### config.mk
export PLATFORM = sky130hd
export DESIGN_NAME = mode_and_supply_sequencer
export DESIGN_NICKNAME = d
export VERILOG_FILES = /design/src/hw/mode_seq_pkg.sv /design/src/hw/reset_stretch.sv /design/src/hw/mode_and_supply_sequencer.sv
export SDC_FILE = /design/constraint.sdc
export NUM_CORES = 1
export LEC_CHECK = 0
export ABC_CLOCK_PERIOD_IN_PS = 4300
export BUFFER_PORTS_ARGS = -buffer_cell sky130_fd_sc_hd__buf_2
export CAP_MARGIN = 25
export CORE_MARGIN = 2
export CORE_UTILIZATION = 39
export DETAILED_ROUTE_END_ITERATION = 7
export GPL_TIMING_DRIVEN = 0
export PLACE_DENSITY = 0.73
export REMOVE_ABC_BUFFERS = 1
export SYNTH_ARGS = -nofsm -noshare
export SYNTH_HDL_FRONTEND = slang
export SYNTH_HIERARCHICAL = 1
export SYNTH_SLANG_ARGS = --single-unit
### constraint.sdc
create_clock -name core_clk -period 4.3 [get_ports core_clk]
set_input_delay 0.215 -clock core_clk [delete_from_list [all_inputs] [get_ports core_clk]]
set_output_delay 0.215 -clock core_clk [all_outputs]
set_load 0.03 [all_outputs]
### src/hw/mode_seq_pkg.sv
package mode_seq_pkg;

    // Register map of the die-to-die port.
    localparam logic [7:0] MODE_CTRL_OFFSET = 8'h16;
    localparam int         MODE_FIELD_LSB   = 0;
    localparam int         MODE_FIELD_W     = 2;
    localparam logic [1:0] MODE_CTRL_RESET  = 2'h0;

    // Mode select encodings.
    localparam logic [1:0] MODE_WAKE_NORMAL = 2'h0;
    localparam logic [1:0] MODE_STOP        = 2'h1;
    localparam logic [1:0] MODE_SLEEP       = 2'h2;
    localparam logic [1:0] MODE_NORMAL      = 2'h3;

    // Timing.
    localparam int CLK_FREQ_MHZ      = 25;
    localparam int RST_EXT_TIME_US   = 100;
    localparam int RST_EXT_CYCLES    = RST_EXT_TIME_US * CLK_FREQ_MHZ;
    localparam int WAKE_READ_GAP_CYC = 2;

    typedef enum logic [1:0] {
        ST_RESET,
        ST_NORMAL,
        ST_STOP,
        ST_SLEEP
    } op_state_t;

    // Comparator levels from the analog supply monitors.
    typedef struct packed {
        logic io_ok;
        logic core_ok;
        logic battery_low;
        logic main_low;
        logic highside_high;
        logic reg_overvolt;
        logic high_temp;
        logic over_temp;
    } supply_sense_t;

    // Registered warning outputs.
    typedef struct packed {
        logic low_battery_irq;
        logic low_voltage_irq;
        logic high_voltage_irq;
        logic regulator_overvoltage_irq;
        logic high_temp_irq;
        logic core_undervoltage_reset;
        logic io_undervoltage_reset;
        logic overtemp_shutdown;
    } supply_warn_t;

endpackage : mode_seq_pkg

### src/hw/reset_stretch.sv
`timescale 1ns/1ps
module reset_stretch #(
    parameter int EXT_CYCLES = mode_seq_pkg::RST_EXT_CYCLES
) (
    input  wire logic core_clk,
    input  wire logic nrst,
    input  wire logic cond,
    output logic      active
);

    localparam int CW = $clog2(EXT_CYCLES + 1);

    logic [CW-1:0] count_ff;

    // Reload while the condition stands, then count the extension down.
    always_ff @(posedge core_clk or negedge nrst) begin
        if (!nrst) begin
            count_ff <= CW'(EXT_CYCLES);
        end else if (cond) begin
            count_ff <= CW'(EXT_CYCLES);
        end else if (count_ff != '0) begin
            count_ff <= count_ff - CW'(1);
        end
    end

    assign active = cond || (count_ff != '0);

    property p_stretch_hold;
        @(posedge core_clk) disable iff (!nrst)
        $fell(cond) |-> active ##1 active;
    endproperty
    a_stretch_hold: assert property (p_stretch_hold)
        else $error("Reset released without extension.");

endmodule : reset_stretch

### src/hw/mode_and_supply_sequencer.sv
// Overview of operation
// Mode field write starts selected transition; 11 Normal.
// Value 00 wakes Stop to Normal only.
// Value 01 enters Stop mode.
// Value 10 enters Sleep, regulators off.
// Host reads wake source before next Stop.
// Host waits two cycles after that read.
// Normal starts watchdog initial period; else disabled.
// Sensor supply switched by its own control; code also holds it off outside Normal.
// Core regulator enabled only after IO good.
// Reset output released after core good.
// IO low: core off, discharged, reset asserted.
// Low battery and low voltage warnings raised.
// High voltage warning from highside supply.
// Overvoltage warning from either regulator.
// Separate resets for core and IO undervoltage.
// High temperature warning and overtemperature shutdown.
// Reset output held for extension after condition.
// Sleep wake or reset goes to Reset.
// Stop wake-up signalled by an interrupt.
// Upper control bits read zero, reset zero.
`timescale 1ns/1ps
module mode_and_supply_sequencer #(
    parameter int RST_EXT_CYCLES = mode_seq_pkg::RST_EXT_CYCLES
) (
    input  wire logic                        core_clk,
    input  wire logic                        nrst,
    input  wire logic [7:0]                  reg_addr,
    input  wire logic [7:0]                  reg_wdata,
    input  wire logic                        reg_wr,
    input  wire logic                        reg_rd,
    output logic [7:0]                       reg_rdata_ff,
    input  wire logic                        wake_src_rd,
    input  wire logic                        wake_evt,
    input  wire logic                        wd_served,
    input  wire logic                        sensor_supply_req,
    input  wire mode_seq_pkg::supply_sense_t sense,
    output mode_seq_pkg::supply_warn_t       warn_ff,
    output mode_seq_pkg::op_state_t          state_ff,
    output logic                             io_reg_en_ff,
    output logic                             core_reg_en_ff,
    output logic                             core_discharge_ff,
    output logic                             reset_a_n_ff,
    output logic                             watchdog_en_ff,
    output logic                             wd_initial_ff,
    output logic                             sensor_supply_out_ff,
    output logic                             stop_wake_irq_ff
);

    mode_seq_pkg::op_state_t nxt_state;
    logic [1:0]              mode_sel_ff;
    logic                    stop_ok_ff;
    logic [1:0]              rd_dly_ff;
    logic                    mode_wr;
    logic                    fault;
    logic                    rst_cond;
    logic                    rst_active;

    assign mode_wr  = reg_wr && (reg_addr == mode_seq_pkg::MODE_CTRL_OFFSET);
    assign fault    = !sense.io_ok || !sense.core_ok || sense.over_temp;
    assign rst_cond = fault || (state_ff == mode_seq_pkg::ST_SLEEP);

    reset_stretch #(
        .EXT_CYCLES (RST_EXT_CYCLES)
    ) u_stretch (
        .core_clk (core_clk),
        .nrst     (nrst),
        .cond     (rst_cond),
        .active   (rst_active)
    );

    // Mode select field; upper bits are not stored.
    always_ff @(posedge core_clk or negedge nrst) begin
        if (!nrst) begin
            mode_sel_ff <= mode_seq_pkg::MODE_CTRL_RESET;
        end else if (mode_wr) begin
            mode_sel_ff <= reg_wdata[mode_seq_pkg::MODE_FIELD_LSB +: mode_seq_pkg::MODE_FIELD_W];
        end
    end

    always_ff @(posedge core_clk or negedge nrst) begin
        if (!nrst) begin
            reg_rdata_ff <= 8'h00;
        end else if (reg_rd) begin
            reg_rdata_ff <= (reg_addr == mode_seq_pkg::MODE_CTRL_OFFSET) ?
                            {6'h00, mode_sel_ff} : 8'h00;
        end
    end

    // Stop is re-armed two cycles after the wake source is read; the set wins.
    always_ff @(posedge core_clk or negedge nrst) begin
        if (!nrst) begin
            rd_dly_ff  <= 2'h0;
            stop_ok_ff <= 1'b1;
        end else begin
            rd_dly_ff <= {rd_dly_ff[0], wake_src_rd};
            if (rd_dly_ff[mode_seq_pkg::WAKE_READ_GAP_CYC-1]) begin
                stop_ok_ff <= 1'b1;
            end else if (state_ff == mode_seq_pkg::ST_STOP && nxt_state != state_ff) begin
                stop_ok_ff <= 1'b0;
            end
        end
    end

    always_comb begin
        nxt_state = state_ff;
        unique case (state_ff)
            mode_seq_pkg::ST_RESET: begin
                if (!rst_active) begin
                    nxt_state = mode_seq_pkg::ST_NORMAL;
                end
            end
            mode_seq_pkg::ST_NORMAL: begin
                if (fault) begin
                    nxt_state = mode_seq_pkg::ST_RESET;
                end else if (mode_wr && reg_wdata[1:0] == mode_seq_pkg::MODE_STOP
                             && stop_ok_ff) begin
                    nxt_state = mode_seq_pkg::ST_STOP;
                end else if (mode_wr && reg_wdata[1:0] == mode_seq_pkg::MODE_SLEEP) begin
                    nxt_state = mode_seq_pkg::ST_SLEEP;
                end
            end
            mode_seq_pkg::ST_STOP: begin
                if (fault) begin
                    nxt_state = mode_seq_pkg::ST_RESET;
                end else if (mode_wr && reg_wdata[1:0] == mode_seq_pkg::MODE_SLEEP) begin
                    nxt_state = mode_seq_pkg::ST_SLEEP;
                end else if (wake_evt || (mode_wr && (reg_wdata[1:0] == mode_seq_pkg::MODE_NORMAL
                             || reg_wdata[1:0] == mode_seq_pkg::MODE_WAKE_NORMAL))) begin
                    nxt_state = mode_seq_pkg::ST_NORMAL;
                end
            end
            mode_seq_pkg::ST_SLEEP: begin
                if (wake_evt || sense.over_temp) begin
                    nxt_state = mode_seq_pkg::ST_RESET;
                end
            end
        endcase
    end

    always_ff @(posedge core_clk or negedge nrst) begin
        if (!nrst) begin
            state_ff <= mode_seq_pkg::ST_RESET;
        end else begin
            state_ff <= nxt_state;
        end
    end

    always_ff @(posedge core_clk or negedge nrst) begin
        if (!nrst) begin
            stop_wake_irq_ff <= 1'b0;
        end else begin
            stop_wake_irq_ff <= (state_ff == mode_seq_pkg::ST_STOP)
                                && (nxt_state == mode_seq_pkg::ST_NORMAL);
        end
    end

    // Supply sequencing.
    always_ff @(posedge core_clk or negedge nrst) begin
        if (!nrst) begin
            io_reg_en_ff      <= 1'b0;
            core_reg_en_ff    <= 1'b0;
            core_discharge_ff <= 1'b1;
            reset_a_n_ff      <= 1'b0;
        end else begin
            io_reg_en_ff      <= (nxt_state != mode_seq_pkg::ST_SLEEP) && !sense.over_temp;
            core_reg_en_ff    <= (nxt_state != mode_seq_pkg::ST_SLEEP) && !sense.over_temp
                                 && sense.io_ok;
            core_discharge_ff <= !sense.io_ok;
            reset_a_n_ff      <= !rst_active;
        end
    end

    // Mode-gated functions.
    always_ff @(posedge core_clk or negedge nrst) begin
        if (!nrst) begin
            watchdog_en_ff       <= 1'b0;
            wd_initial_ff        <= 1'b0;
            sensor_supply_out_ff <= 1'b0;
        end else begin
            watchdog_en_ff       <= (nxt_state == mode_seq_pkg::ST_NORMAL);
            sensor_supply_out_ff <= sensor_supply_req
                                    && (nxt_state == mode_seq_pkg::ST_NORMAL);
            if (nxt_state == mode_seq_pkg::ST_NORMAL && state_ff != mode_seq_pkg::ST_NORMAL) begin
                wd_initial_ff <= 1'b1;
            end else if (wd_served || nxt_state != mode_seq_pkg::ST_NORMAL) begin
                wd_initial_ff <= 1'b0;
            end
        end
    end

    always_ff @(posedge core_clk or negedge nrst) begin
        if (!nrst) begin
            warn_ff <= '0;
        end else begin
            warn_ff.low_battery_irq           <= sense.battery_low;
            warn_ff.low_voltage_irq           <= sense.main_low;
            warn_ff.high_voltage_irq          <= sense.highside_high;
            warn_ff.regulator_overvoltage_irq <= sense.reg_overvolt;
            warn_ff.high_temp_irq             <= sense.high_temp;
            warn_ff.core_undervoltage_reset   <= !sense.core_ok;
            warn_ff.io_undervoltage_reset     <= !sense.io_ok;
            warn_ff.overtemp_shutdown         <= sense.over_temp;
        end
    end

    property p_core_after_io;
        @(posedge core_clk) disable iff (!nrst)
        $rose(core_reg_en_ff) |-> $past(sense.io_ok);
    endproperty
    a_core_after_io: assert property (p_core_after_io)
        else $error("Core regulator enabled before IO good.");

    property p_release_core_ok;
        @(posedge core_clk) disable iff (!nrst)
        $rose(reset_a_n_ff) |-> $past(sense.core_ok && sense.io_ok);
    endproperty
    a_release_core_ok: assert property (p_release_core_ok)
        else $error("Reset released with core low.");

    property p_io_drop;
        @(posedge core_clk) disable iff (!nrst)
        !sense.io_ok |=> !core_reg_en_ff && core_discharge_ff && !reset_a_n_ff;
    endproperty
    a_io_drop: assert property (p_io_drop)
        else $error("IO drop not handled.");

    property p_stop_entry;
        @(posedge core_clk) disable iff (!nrst)
        state_ff == mode_seq_pkg::ST_NORMAL && !fault && stop_ok_ff && mode_wr
        && reg_wdata[1:0] == mode_seq_pkg::MODE_STOP |=> state_ff == mode_seq_pkg::ST_STOP;
    endproperty
    a_stop_entry: assert property (p_stop_entry)
        else $error("Stop not entered.");

    property p_stop_blocked;
        @(posedge core_clk) disable iff (!nrst)
        state_ff == mode_seq_pkg::ST_NORMAL && !stop_ok_ff && !rd_dly_ff[1] && mode_wr
        && reg_wdata[1:0] == mode_seq_pkg::MODE_STOP |=> state_ff != mode_seq_pkg::ST_STOP;
    endproperty
    a_stop_blocked: assert property (p_stop_blocked)
        else $error("Stop accepted before wake source read.");

    property p_sleep_entry;
        @(posedge core_clk) disable iff (!nrst)
        state_ff == mode_seq_pkg::ST_NORMAL && !fault && mode_wr
        && reg_wdata[1:0] == mode_seq_pkg::MODE_SLEEP |=> state_ff == mode_seq_pkg::ST_SLEEP
        && !io_reg_en_ff && !core_reg_en_ff;
    endproperty
    a_sleep_entry: assert property (p_sleep_entry)
        else $error("Sleep not entered with regulators off.");

    property p_wake_zero;
        @(posedge core_clk) disable iff (!nrst)
        state_ff == mode_seq_pkg::ST_STOP && !fault && mode_wr
        && reg_wdata[1:0] == mode_seq_pkg::MODE_WAKE_NORMAL
        |=> state_ff == mode_seq_pkg::ST_NORMAL && stop_wake_irq_ff;
    endproperty
    a_wake_zero: assert property (p_wake_zero)
        else $error("Zero write did not wake from Stop.");

    property p_zero_ignored;
        @(posedge core_clk) disable iff (!nrst)
        state_ff == mode_seq_pkg::ST_NORMAL && !fault && mode_wr
        && reg_wdata[1:0] == mode_seq_pkg::MODE_WAKE_NORMAL |=> $stable(state_ff);
    endproperty
    a_zero_ignored: assert property (p_zero_ignored)
        else $error("Zero write had effect outside Stop.");

    property p_wd_off;
        @(posedge core_clk) disable iff (!nrst)
        state_ff != mode_seq_pkg::ST_NORMAL |-> !watchdog_en_ff && !wd_initial_ff;
    endproperty
    a_wd_off: assert property (p_wd_off)
        else $error("Watchdog active outside Normal.");

    property p_sleep_wake;
        @(posedge core_clk) disable iff (!nrst)
        state_ff == mode_seq_pkg::ST_SLEEP && wake_evt |=> state_ff == mode_seq_pkg::ST_RESET;
    endproperty
    a_sleep_wake: assert property (p_sleep_wake)
        else $error("Sleep wake did not enter Reset.");

    property p_rdata_upper;
        @(posedge core_clk) disable iff (!nrst)
        reg_rdata_ff[7:2] == 6'h00;
    endproperty
    a_rdata_upper: assert property (p_rdata_upper)
        else $error("Reserved mode bits read nonzero.");

    c_stop_wake: cover property (@(posedge core_clk) disable iff (!nrst)
        state_ff == mode_seq_pkg::ST_STOP ##1 stop_wake_irq_ff);
    c_sleep_reset: cover property (@(posedge core_clk) disable iff (!nrst)
        state_ff == mode_seq_pkg::ST_SLEEP ##1 state_ff == mode_seq_pkg::ST_RESET);
    c_power_up: cover property (@(posedge core_clk) disable iff (!nrst)
        $rose(reset_a_n_ff));

endmodule : mode_and_supply_sequencer

# Word level (Yosys, flattened, before mapping)

Cells that the tools add are included.

Register bits after elaboration: 43
Bits of input ports: 32
Output and inout port bits: 26
Word-level logic and storage cells: 80

$add $sub $neg: 1
Equal/unequal tests: 12
Mux-type cells: 16
Reductions and logical operators: 29

Operators with widths:

| kind                  | count |
|---|---|
| $mux 12               | 2 |
| $mux 2                | 9 |
| $reduce_bool 12->1    | 1 |
| $sub 12x1->12 const B | 1 |
| $logic_and 1x1->1     | 11 |
| $eq 2x2->1 const B    | 4 |
| $eq 8x5->1 const B    | 1 |
| $logic_or 1x1->1      | 8 |
| $pmux 2 s4            | 1 |
| $eq 2x1->1 const B    | 3 |
| $reduce_bool 2->1     | 3 |
| $logic_not 1->1       | 4 |
| $logic_not 2->1       | 2 |
| $mux 1                | 4 |
| $ne 2x1->1 const B    | 2 |
| $ne 2x2->1            | 1 |
| $ne 2x2->1 const B    | 1 |

# Longest topological paths before layout

Gate-level depths: netlist (run 1).

Word-level depth: 12
Mapped depth: 10
Mapped depth without buffers: 9

# Hierarchy

Netlist (run 1), hierarchy kept.

By module, submodules not included:

| module                    | times used | cells each | area an instance (sq um) | sequential area each (sq um) |
|---|---|---|---|---|
| mode_and_supply_sequencer | 1          | 89         | 1083.5                   | 628.1 |
| reset_stretch             | 1          | 74         | 678.2                    | 306.5 |

# Worst setup path after synthesis (run 1)

Ideal clock, no wire load.

Kind: register to register
From: register state_ff[0]
To: register core_reg_en_ff
Library setup time: 0.087 ns
Data arrival time: 2.026 ns
Required time: 4.213 ns
Setup slack: 2.187 ns
Cell stages (with the launch flop): 10
Path buffers: 2
Period minus slack after synthesis: 2.113 ns
Cell sequence: dfrtp_1 -> buf_4 -> a211o_1 -> clkbuf_1 -> inv_1 -> nand2b_1 -> nor3_1 -> a211oi_2 -> inv_2 -> a211oi_2

Word-level cells in the longest chain between the ends: 8
Elaborated cells between the ends (all ways): 18
Classes of those cells: 4 x eq/ne; 9 x mux; 5 x reduce/logical

RTL lines:

| item                   | RTL line                         | RTL |
|---|---|---|
| start, declared        | mode_and_supply_sequencer.sv:39  | `output mode_seq_pkg::op_state_t state_ff,` |
| start signal, assigned | mode_and_supply_sequencer.sv:143 | `state_ff <= mode_seq_pkg::ST_RESET;` |
| start signal, assigned | mode_and_supply_sequencer.sv:145 | `state_ff <= nxt_state;` |
| $eq 2x2->1             | mode_and_supply_sequencer.sv:61  | `assign rst_cond = fault \|\| (state_ff == mode_seq_pkg::ST_SLEEP);` |
| $logic_or 1x1->1       | mode_and_supply_sequencer.sv:61  |  |
| named net rst_cond     | mode_and_supply_sequencer.sv:56  | `logic rst_cond;` |
| $logic_or 1x1->1       | reset_stretch.sv:26              | `assign active = cond \|\| (count_ff != '0);` |
| named net rst_active   | mode_and_supply_sequencer.sv:57  | `logic rst_active;` |
| $mux 2                 | mode_and_supply_sequencer.sv:109 | `if (!rst_active) begin` |
| $pmux 2 s4             | mode_and_supply_sequencer.sv:107 | `unique case (state_ff)` |
| named net nxt_state[0] | mode_and_supply_sequencer.sv:50  | `mode_seq_pkg::op_state_t nxt_state;` |
| $ne 2x2->1             | mode_and_supply_sequencer.sv:167 | `core_reg_en_ff <= (nxt_state != mode_seq_pkg::ST_SLEEP) && !sense.over_temp` |
| $logic_and 1x1->1      | mode_and_supply_sequencer.sv:167 |  |
| $logic_and 1x1->1      | mode_and_supply_sequencer.sv:168 | `&& sense.io_ok;` |
| end signal, assigned   | mode_and_supply_sequencer.sv:167 |  |
| end, declared          | mode_and_supply_sequencer.sv:41  | `output logic core_reg_en_ff,` |

The timed path passes the listed nets, and every way through them passes these cells.
A chain may end at the register's enable or synchronous reset.

# Final worst setup path (run 1)

From: register u_stretch.count_ff[9]
To: register core_reg_en_ff

Word-level cells in the longest chain between the ends: 7

RTL lines:

| item                   | RTL line                         | RTL |
|---|---|---|
| start, declared        | reset_stretch.sv:13              | `logic [CW-1:0] count_ff;` |
| start signal, assigned | reset_stretch.sv:18              | `count_ff <= CW'(EXT_CYCLES);` |
| start signal, assigned | reset_stretch.sv:20              | `count_ff <= CW'(EXT_CYCLES);` |
| start signal, assigned | reset_stretch.sv:22              | `count_ff <= count_ff - CW'(1);` |
| $reduce_bool 12->1     | reset_stretch.sv:26              |  |
| $logic_or 1x1->1       | reset_stretch.sv:26              |  |
| named net rst_active   | mode_and_supply_sequencer.sv:57  |  |
| $mux 2                 | mode_and_supply_sequencer.sv:109 |  |
| $pmux 2 s4             | mode_and_supply_sequencer.sv:107 |  |
| named net nxt_state[0] | mode_and_supply_sequencer.sv:50  |  |
| $ne 2x2->1             | mode_and_supply_sequencer.sv:167 |  |
| $logic_and 1x1->1      | mode_and_supply_sequencer.sv:167 |  |
| $logic_and 1x1->1      | mode_and_supply_sequencer.sv:168 |  |

The timed path passes the listed nets, and every way through them passes these cells.

==> results of run 1 <==
registers in the layout (all words and copies together) (netlist names), 2 cells and up:
signal,cells
warn_ff,8
mode_sel_ff,2
state_ff,2
u_stretch/count_ff,12
rd_dly_ff,2
reg_rdata_ff,2
final timing paths:
check	startpoint	end	slack [ns]	depth (start not counted)
min reg2reg	rd_dly_ff[0]	rd_dly_ff[1]	0.35	0
max reg2reg	u_stretch/count_ff[9]	core_reg_en_ff	1.79	7
min in group core_clk	sense[1]	warn_ff[3]	0.03	1
min	nrst	reg_rdata_ff[1]	0.005	1
max	u_stretch/count_ff[9]	core_reg_en_ff	1.79	7
max in group asynchronous	nrst	rd_dly_ff[0]	3.79	1
metal layers:
layer / vias up / part of all wire (%) / global-route usage (%)
met5: - / 0 / 0
met4: 0 / 1.7 / 5.03
met3: 4 / 6.5 / 4.08
met2: 48 / 48 / 22.0
met1: 620 / 43 / 17.1
li1: 652 / - / -
per-stage QoR:
| step | util [%] | area, µm² |
|---|---|---|
| 3_3_place_gp | 45.8 | 1990 |
| 4_1_cts | 48.9 | 2130 |
| 6_report | 48.9 | 2130 |
| 5_1_grt | 48.9 | 2130 |
| 2_1_floorplan | - | 1700 |
| 3_5_place_dp | 45.8 | 1990 |
worst max-delay path, delay by kind of cell (launching register included):
family	cells	cell delay [ns]
AOI/OAI and AO/OA	2	0.20
buffers and inverters	1	0.13
DFF	1	0.41
and+or+nand+nor	4	1.63
layout by cell type, fill, tap and decap left out, drive strengths merged, types with 2 or more instances in the layout:
master	synthesis	routed
conb	1	6
o22ai	2	2
nor4	2	2
ha	4	4
nor3b	3	3
o21ai	3	3
dfstp	7	7
nor3	8	8
clkbuf	1	5
a211oi	4	4
a211o	4	4
nor4b	4	4
nand2	13	13
nor2	8	8
buf	10	45
a21oi	9	9
nand2b	5	5
dfrtp	30	30
o211ai	2	2
nand3	4	4
nand4	2	2
inv	15	16
bufinv	0	2
o31ai	2	2
or3	4	4
area by class of cell:
class                           count  area, µm²  share of cell area [%]
Clock buffer                        5       68.8                    3.23
Clock inverter                      3       68.8                    3.23
Inverter                           15       56.3                    2.64
Multi-Input combinational cell    105        712                    33.4
Sequential cell                    37        935                    43.9
Tap cell                           52       65.1                    3.05
Timing Repair Buffer               45        225                    10.6
cell families (layout without fill, tap and decap cells):
| logic type | after synthesis | count (layout) | share of synthesized area, % |
|---|---|---|---|
| compound gates | 29 | 29 | 11.5 |
| fa+ha+maj | 4 | 4 | 2.84 |
| simple gates | 63 | 63 | 23.2 |
| mux | 1 | 1 | 0.639 |
| buf+inv | 26 | 68 | 7.60 |
| flops | 37 | 37 | 53.1 |
| xor+xnor | 2 | 2 | 0.994 |
| other cells | 1 | 6 | 0.213 |
power by group:
part	total (mW)	internal, mW	leakage [nW]	switching, mW
Sequential	0.361	0.357	0.465	0.00385
Clock	0.358	0.233	0.0687	0.125
Combinational	0.0631	0.0204	0.463	0.0428
==> out/metrics.yaml, run 1 <==
run:
  max_cap_viol_count: 0
sta:
  hold-worst-slack_ns: 0.00528
  tightest_slew_ns: 0.788
  fin_crit_ns: 2.51
  rsz0062_at_grt: "false"
  clock.fmax_mhz: 399
  skew_ns: 0.00918
  slew_viol_final: 0
  relSlewSlack_pct: 47.5
  fin_ws_ns: 1.79
  tns_ns: 0
  finalSetupViolCount: 0
  period_share_pct: 58.3
  hold_viol: 0
die:
  die_x_um: 71.2
  core_area_mm2: 0.00435
  pin_count: 58
  die-area_mm2: 0.00507
  die_h_um: 71.2
  start_util_pct: 40.5
  fp-row-count: 24
worst_setup_path:
  crit_type: "reg -> reg"
  cp-start-kind: "register"
  path_cells: "or4_1 -> nand4bb_1 -> nand2b_1 -> nor3_1 -> a211oi_2 -> inv_2 -> a211oi_2"
  crit_path_max_fanout: 8
  cp_common_cell: "a211oi_2"
  critical-path-max-stage-delay_ns: 0.62
  end_kind: "register"
  cp.required_ns: 4.46
  crit_arrival_ns: 2.67
  critPathSlowestCell: "or4_1"
synthesis:
  yosysUniqueCellTypes: 48
  async_flop_share_pct: 100
  synth_area_leaders: "dfrtp_1 43%, dfstp_2 10%, buf_4 3.0%"
  ys_warn_count: 6
  synth_edf_count: 0
  syn_area_per_cell_um2: 10.8
  synth_most_common_cell: "dfrtp_1"
  synthCells: 163
  ys_ff_latch: 37
  yosys.area.top_type_share_pct: 42.6
  synth_area_mm2: 0.00176
  ys.flop_type: "dfrtp_1"
  synth_common_cells: "30 x dfrtp_1, 14 x inv_1, 13 x nand2_1"
  synth_seq_area_share_pct: 53.1
  yosys.area.top_type: "dfrtp_1"
cts:
  cts_made_buffers: 5
  cts.hold.buffers_added: 0
  clkTransAtPathRegs_ns: 0.08
  cts-root-buf: "clkbuf_8"
  cts_setup_buffers: 0
  htreeDepth: 2
  clock_latency_ns: 0.29
  clockBufferDepth: 2
  cts.sinks: 37
  cts_resized: 0
  cts_tree: "done"
global_route:
  grt_pass1_wl_mm: 5.41
  grt_pass1_vias: 1219
  grt_max_degree: 38
  grt_antenna_before_repair: 0
  grt_usage_pct: 13.5
  grt_overflow: 0
power_and_ir_drop:
  power_density_mw_per_mm2: 367
  leakage_nw: 0.997
  p_total_uw: 783
  max-vdd-ir-drop_mv: 0.188
worst_hold_path:
  hold_class: "in -> async"
cells_and_area:
  n_antenna_cell: 0
  fin_cells: 262
  nets: 245
  fillCellCount: 404
  layout-drive-gt1-share_pct: 34.3
  area_growth_pct: 21.0
routing:
  antenna_left: 0
  wl_per_cell_um: 12.2
  vias: 1324
  drt_iter0_drc: 96
  drc: 0
  vias_per_cell: 5.05
  wirelength_mm: 3.21
  firstDrtPassIters: 4
placement:
  place_congestion: 0.816
  pre_cts_ws_ns: 1.87
  dp_cells: 254
  hpwl_mm: 2.29
  port_buffers: 45
run_status:
  outcome: "finished, final reports clean"
(Power assumes the default switching activity.)
==> run 2, diff against run 1 <==
ABC_CLOCK_PERIOD_IN_PS = 2500   (was 4300)
clock period = 2.5 ns   (was 4.3 ns; I/O delays follow)
==> run 2 against run 1 <==
- die area unchanged
- sequential power up 72%
- flip-flop and latch count unchanged
- highest routed layer unchanged
- critical path type unchanged
- via count up 1.7%
- largest cell class unchanged
==> out/metrics.yaml, run 2 (synthesized netlist as in run 1, its figures left out) <==
run_status:
  outcome: "finished, final reports clean"
cells_and_area:
  top_regs: "u_stretch/count_ff x12, warn_ff x8"
  area_growth_pct: 26.1
  mostFrequentLayoutCell: "buf_2"
  regMostFlops: "u_stretch/count_ff"
  stdcell_area_mm2: 0.00222
  layout_common_cells: "45 x buf_2, 30 x dfrtp_1, 14 x inv_1"
  layout-drive-gt1-share_pct: 34.1
  largest_register_ffs: 12
  nets: 252
  n_antenna_cell: 0
power_and_ir_drop:
  max-vdd-ir-drop_mv: 0.323
  seqPwrFrac_pct: 45.8
  leakage_nw: 1.05
  power_switching_uw: 298
  pwr-share-comb_pct: 8.7
  power_density_mw_per_mm2: 610
  pwr-share-clk_pct: 45.5
  p_sw_share_pct: 21.9
  power_report.internal_total_mw: 1.06
cts:
  cts_made_buffers: 5
  clockBufferDepth: 2
  cts_tree: "done"
  cts-root-buf: "clkbuf_8"
  htreeDepth: 2
  clkTransAtPathRegs_ns: 0.08
  clock_latency_ns: 0.29
  cts.sinks: 37
  cts_setup_buffers: 0
global_route:
  grt_max_degree: 38
  grt_overflow: 0
  grt_pass1_wl_mm: 5.60
  grt_pass1_vias: 1267
  grt_antenna_before_repair: 0
  grt_usage_pct: 14.0
routing:
  antenna_left: 0
  vias: 1347
  wl_per_cell_um: 12.5
  drt_iter0_drc: 51
  firstDrtPassIters: 4
  drc: 0
  vias_per_cell: 5.01
  wirelength_mm: 3.36
worst_hold_path:
  hold_start: "sense[6]"
  hold_class: "in -> reg"
die:
  die_x_um: 71.2
  die-area_mm2: 0.00507
  die_h_um: 71.2
  start_util_pct: 40.5
  fp-row-count: 24
  pin_count: 58
  core_area_mm2: 0.00435
sta:
  skew_ns: 0.00819
  slew_viol_final: 0
  finalSetupViolCount: 0
  period_share_pct: 92.0
  hold_viol: 0
  clock.fmax_mhz: 435
  fin_crit_ns: 2.30
  tightest_slew_ns: 0.789
  tns_ns: 0
  relSlewSlack_pct: 47.4
  rsz0062_at_grt: "false"
worst_setup_path:
  crit_type: "reg -> reg"
  cp.required_ns: 2.66
  crit_path_max_fanout: 8
  cp-start-kind: "register"
  crit_arrival_ns: 2.46
  critPathLaunch: "u_stretch/count_ff[9]"
  r2r-start: "u_stretch/count_ff[9]"
  end_kind: "register"
run:
  max_cap_viol_count: 0
placement:
  port_buffers: 45
  place_congestion: 0.816
  placedInstanceArea_mm2: 0.00199
  hpwl_mm: 2.29
==> run 2: changes by cell type in the layout (fill, tap and decap cells not counted), sizes merged <==
cell | previous run | this run
dlygate4sd3 | 0 | 7
==> run 2: final cells by class <==
class                      instances  area (µm²)
clock inverter                     3        68.8
fill                             393        2130
sequential                        37         935
timing repair buffer              52         295
clock buffer                       5        68.8
multi-input combinational        105         733
tap                               52        65.1
inverter                          15        56.3
==> run 2: per-layer routing <==
| metal | GRT usage (%) | up-vias | part of all wire (%) |
|---|---|---|---|
| met4 | 5.03 | 0 | 1.6 |
| met2 | 23.4 | 35 | 50 |
| met5 | 0 | - | 0 |
| li1 | - | 667 | - |
| met1 | 17.4 | 641 | 44 |
| met3 | 3.94 | 4 | 4.9 |
==> run 2: path summary, 6_finish.rpt <==
kind,slack [ns],endpoint,cells past startpoint
worst max register to register,0.20,core_reg_en_ff,7
max in group asynchronous,1.53,rd_dly_ff[0],2
worst min-delay path,0.006,warn_ff[2],2
worst max-delay path,0.20,core_reg_en_ff,7
min in group asynchronous,0.46,reg_rdata_ff[1],2
worst min register to register,0.35,rd_dly_ff[1],0
==> run 2: stage by stage <==
stage          utilization, %  hold slack [ns]  worst slack (ns)  cells  power [mW]
3_5_place_dp             45.8            0.234            0.0671    254       0.742
4_1_cts                  50.5         0.000960            0.0162    269        1.37
3_3_place_gp             45.8            0.234             0.115    254       0.740
5_1_grt                  51.0           0.0128            0.0362    269        1.41
6_report                 51.0          0.00628             0.200    269        1.36
2_1_floorplan               -           -0.171             0.335    157       0.691
==> run 2: power by group through the flow <==
stage                     combinational [mW]  sequential, mW  clock, mW
after floorplan                       0.0394           0.651          0
after global placement                 0.108           0.632          0
after detailed placement               0.110           0.633          0
after CTS                              0.119           0.621      0.633
after global routing                   0.131           0.623      0.658
final                                  0.118           0.621      0.616
==> run 2: what timing repair did <==
item,4_1_cts,5_1_grt
hold buffers,7,0
resized for setup,0,3
endpoints found under the hold margin,36,0
endpoints found under the setup margin,0,8
==> run 2: worst max-delay path, stage by stage (launching register included) <==
cell,delay [ns]
dfrtp_1,0.41
or4_1,0.64
nand4bb_4,0.37
nand2b_1,0.24
nor3_2,0.20
a211oi_2,0.11
inv_2,0.13
a211oi_2,0.07
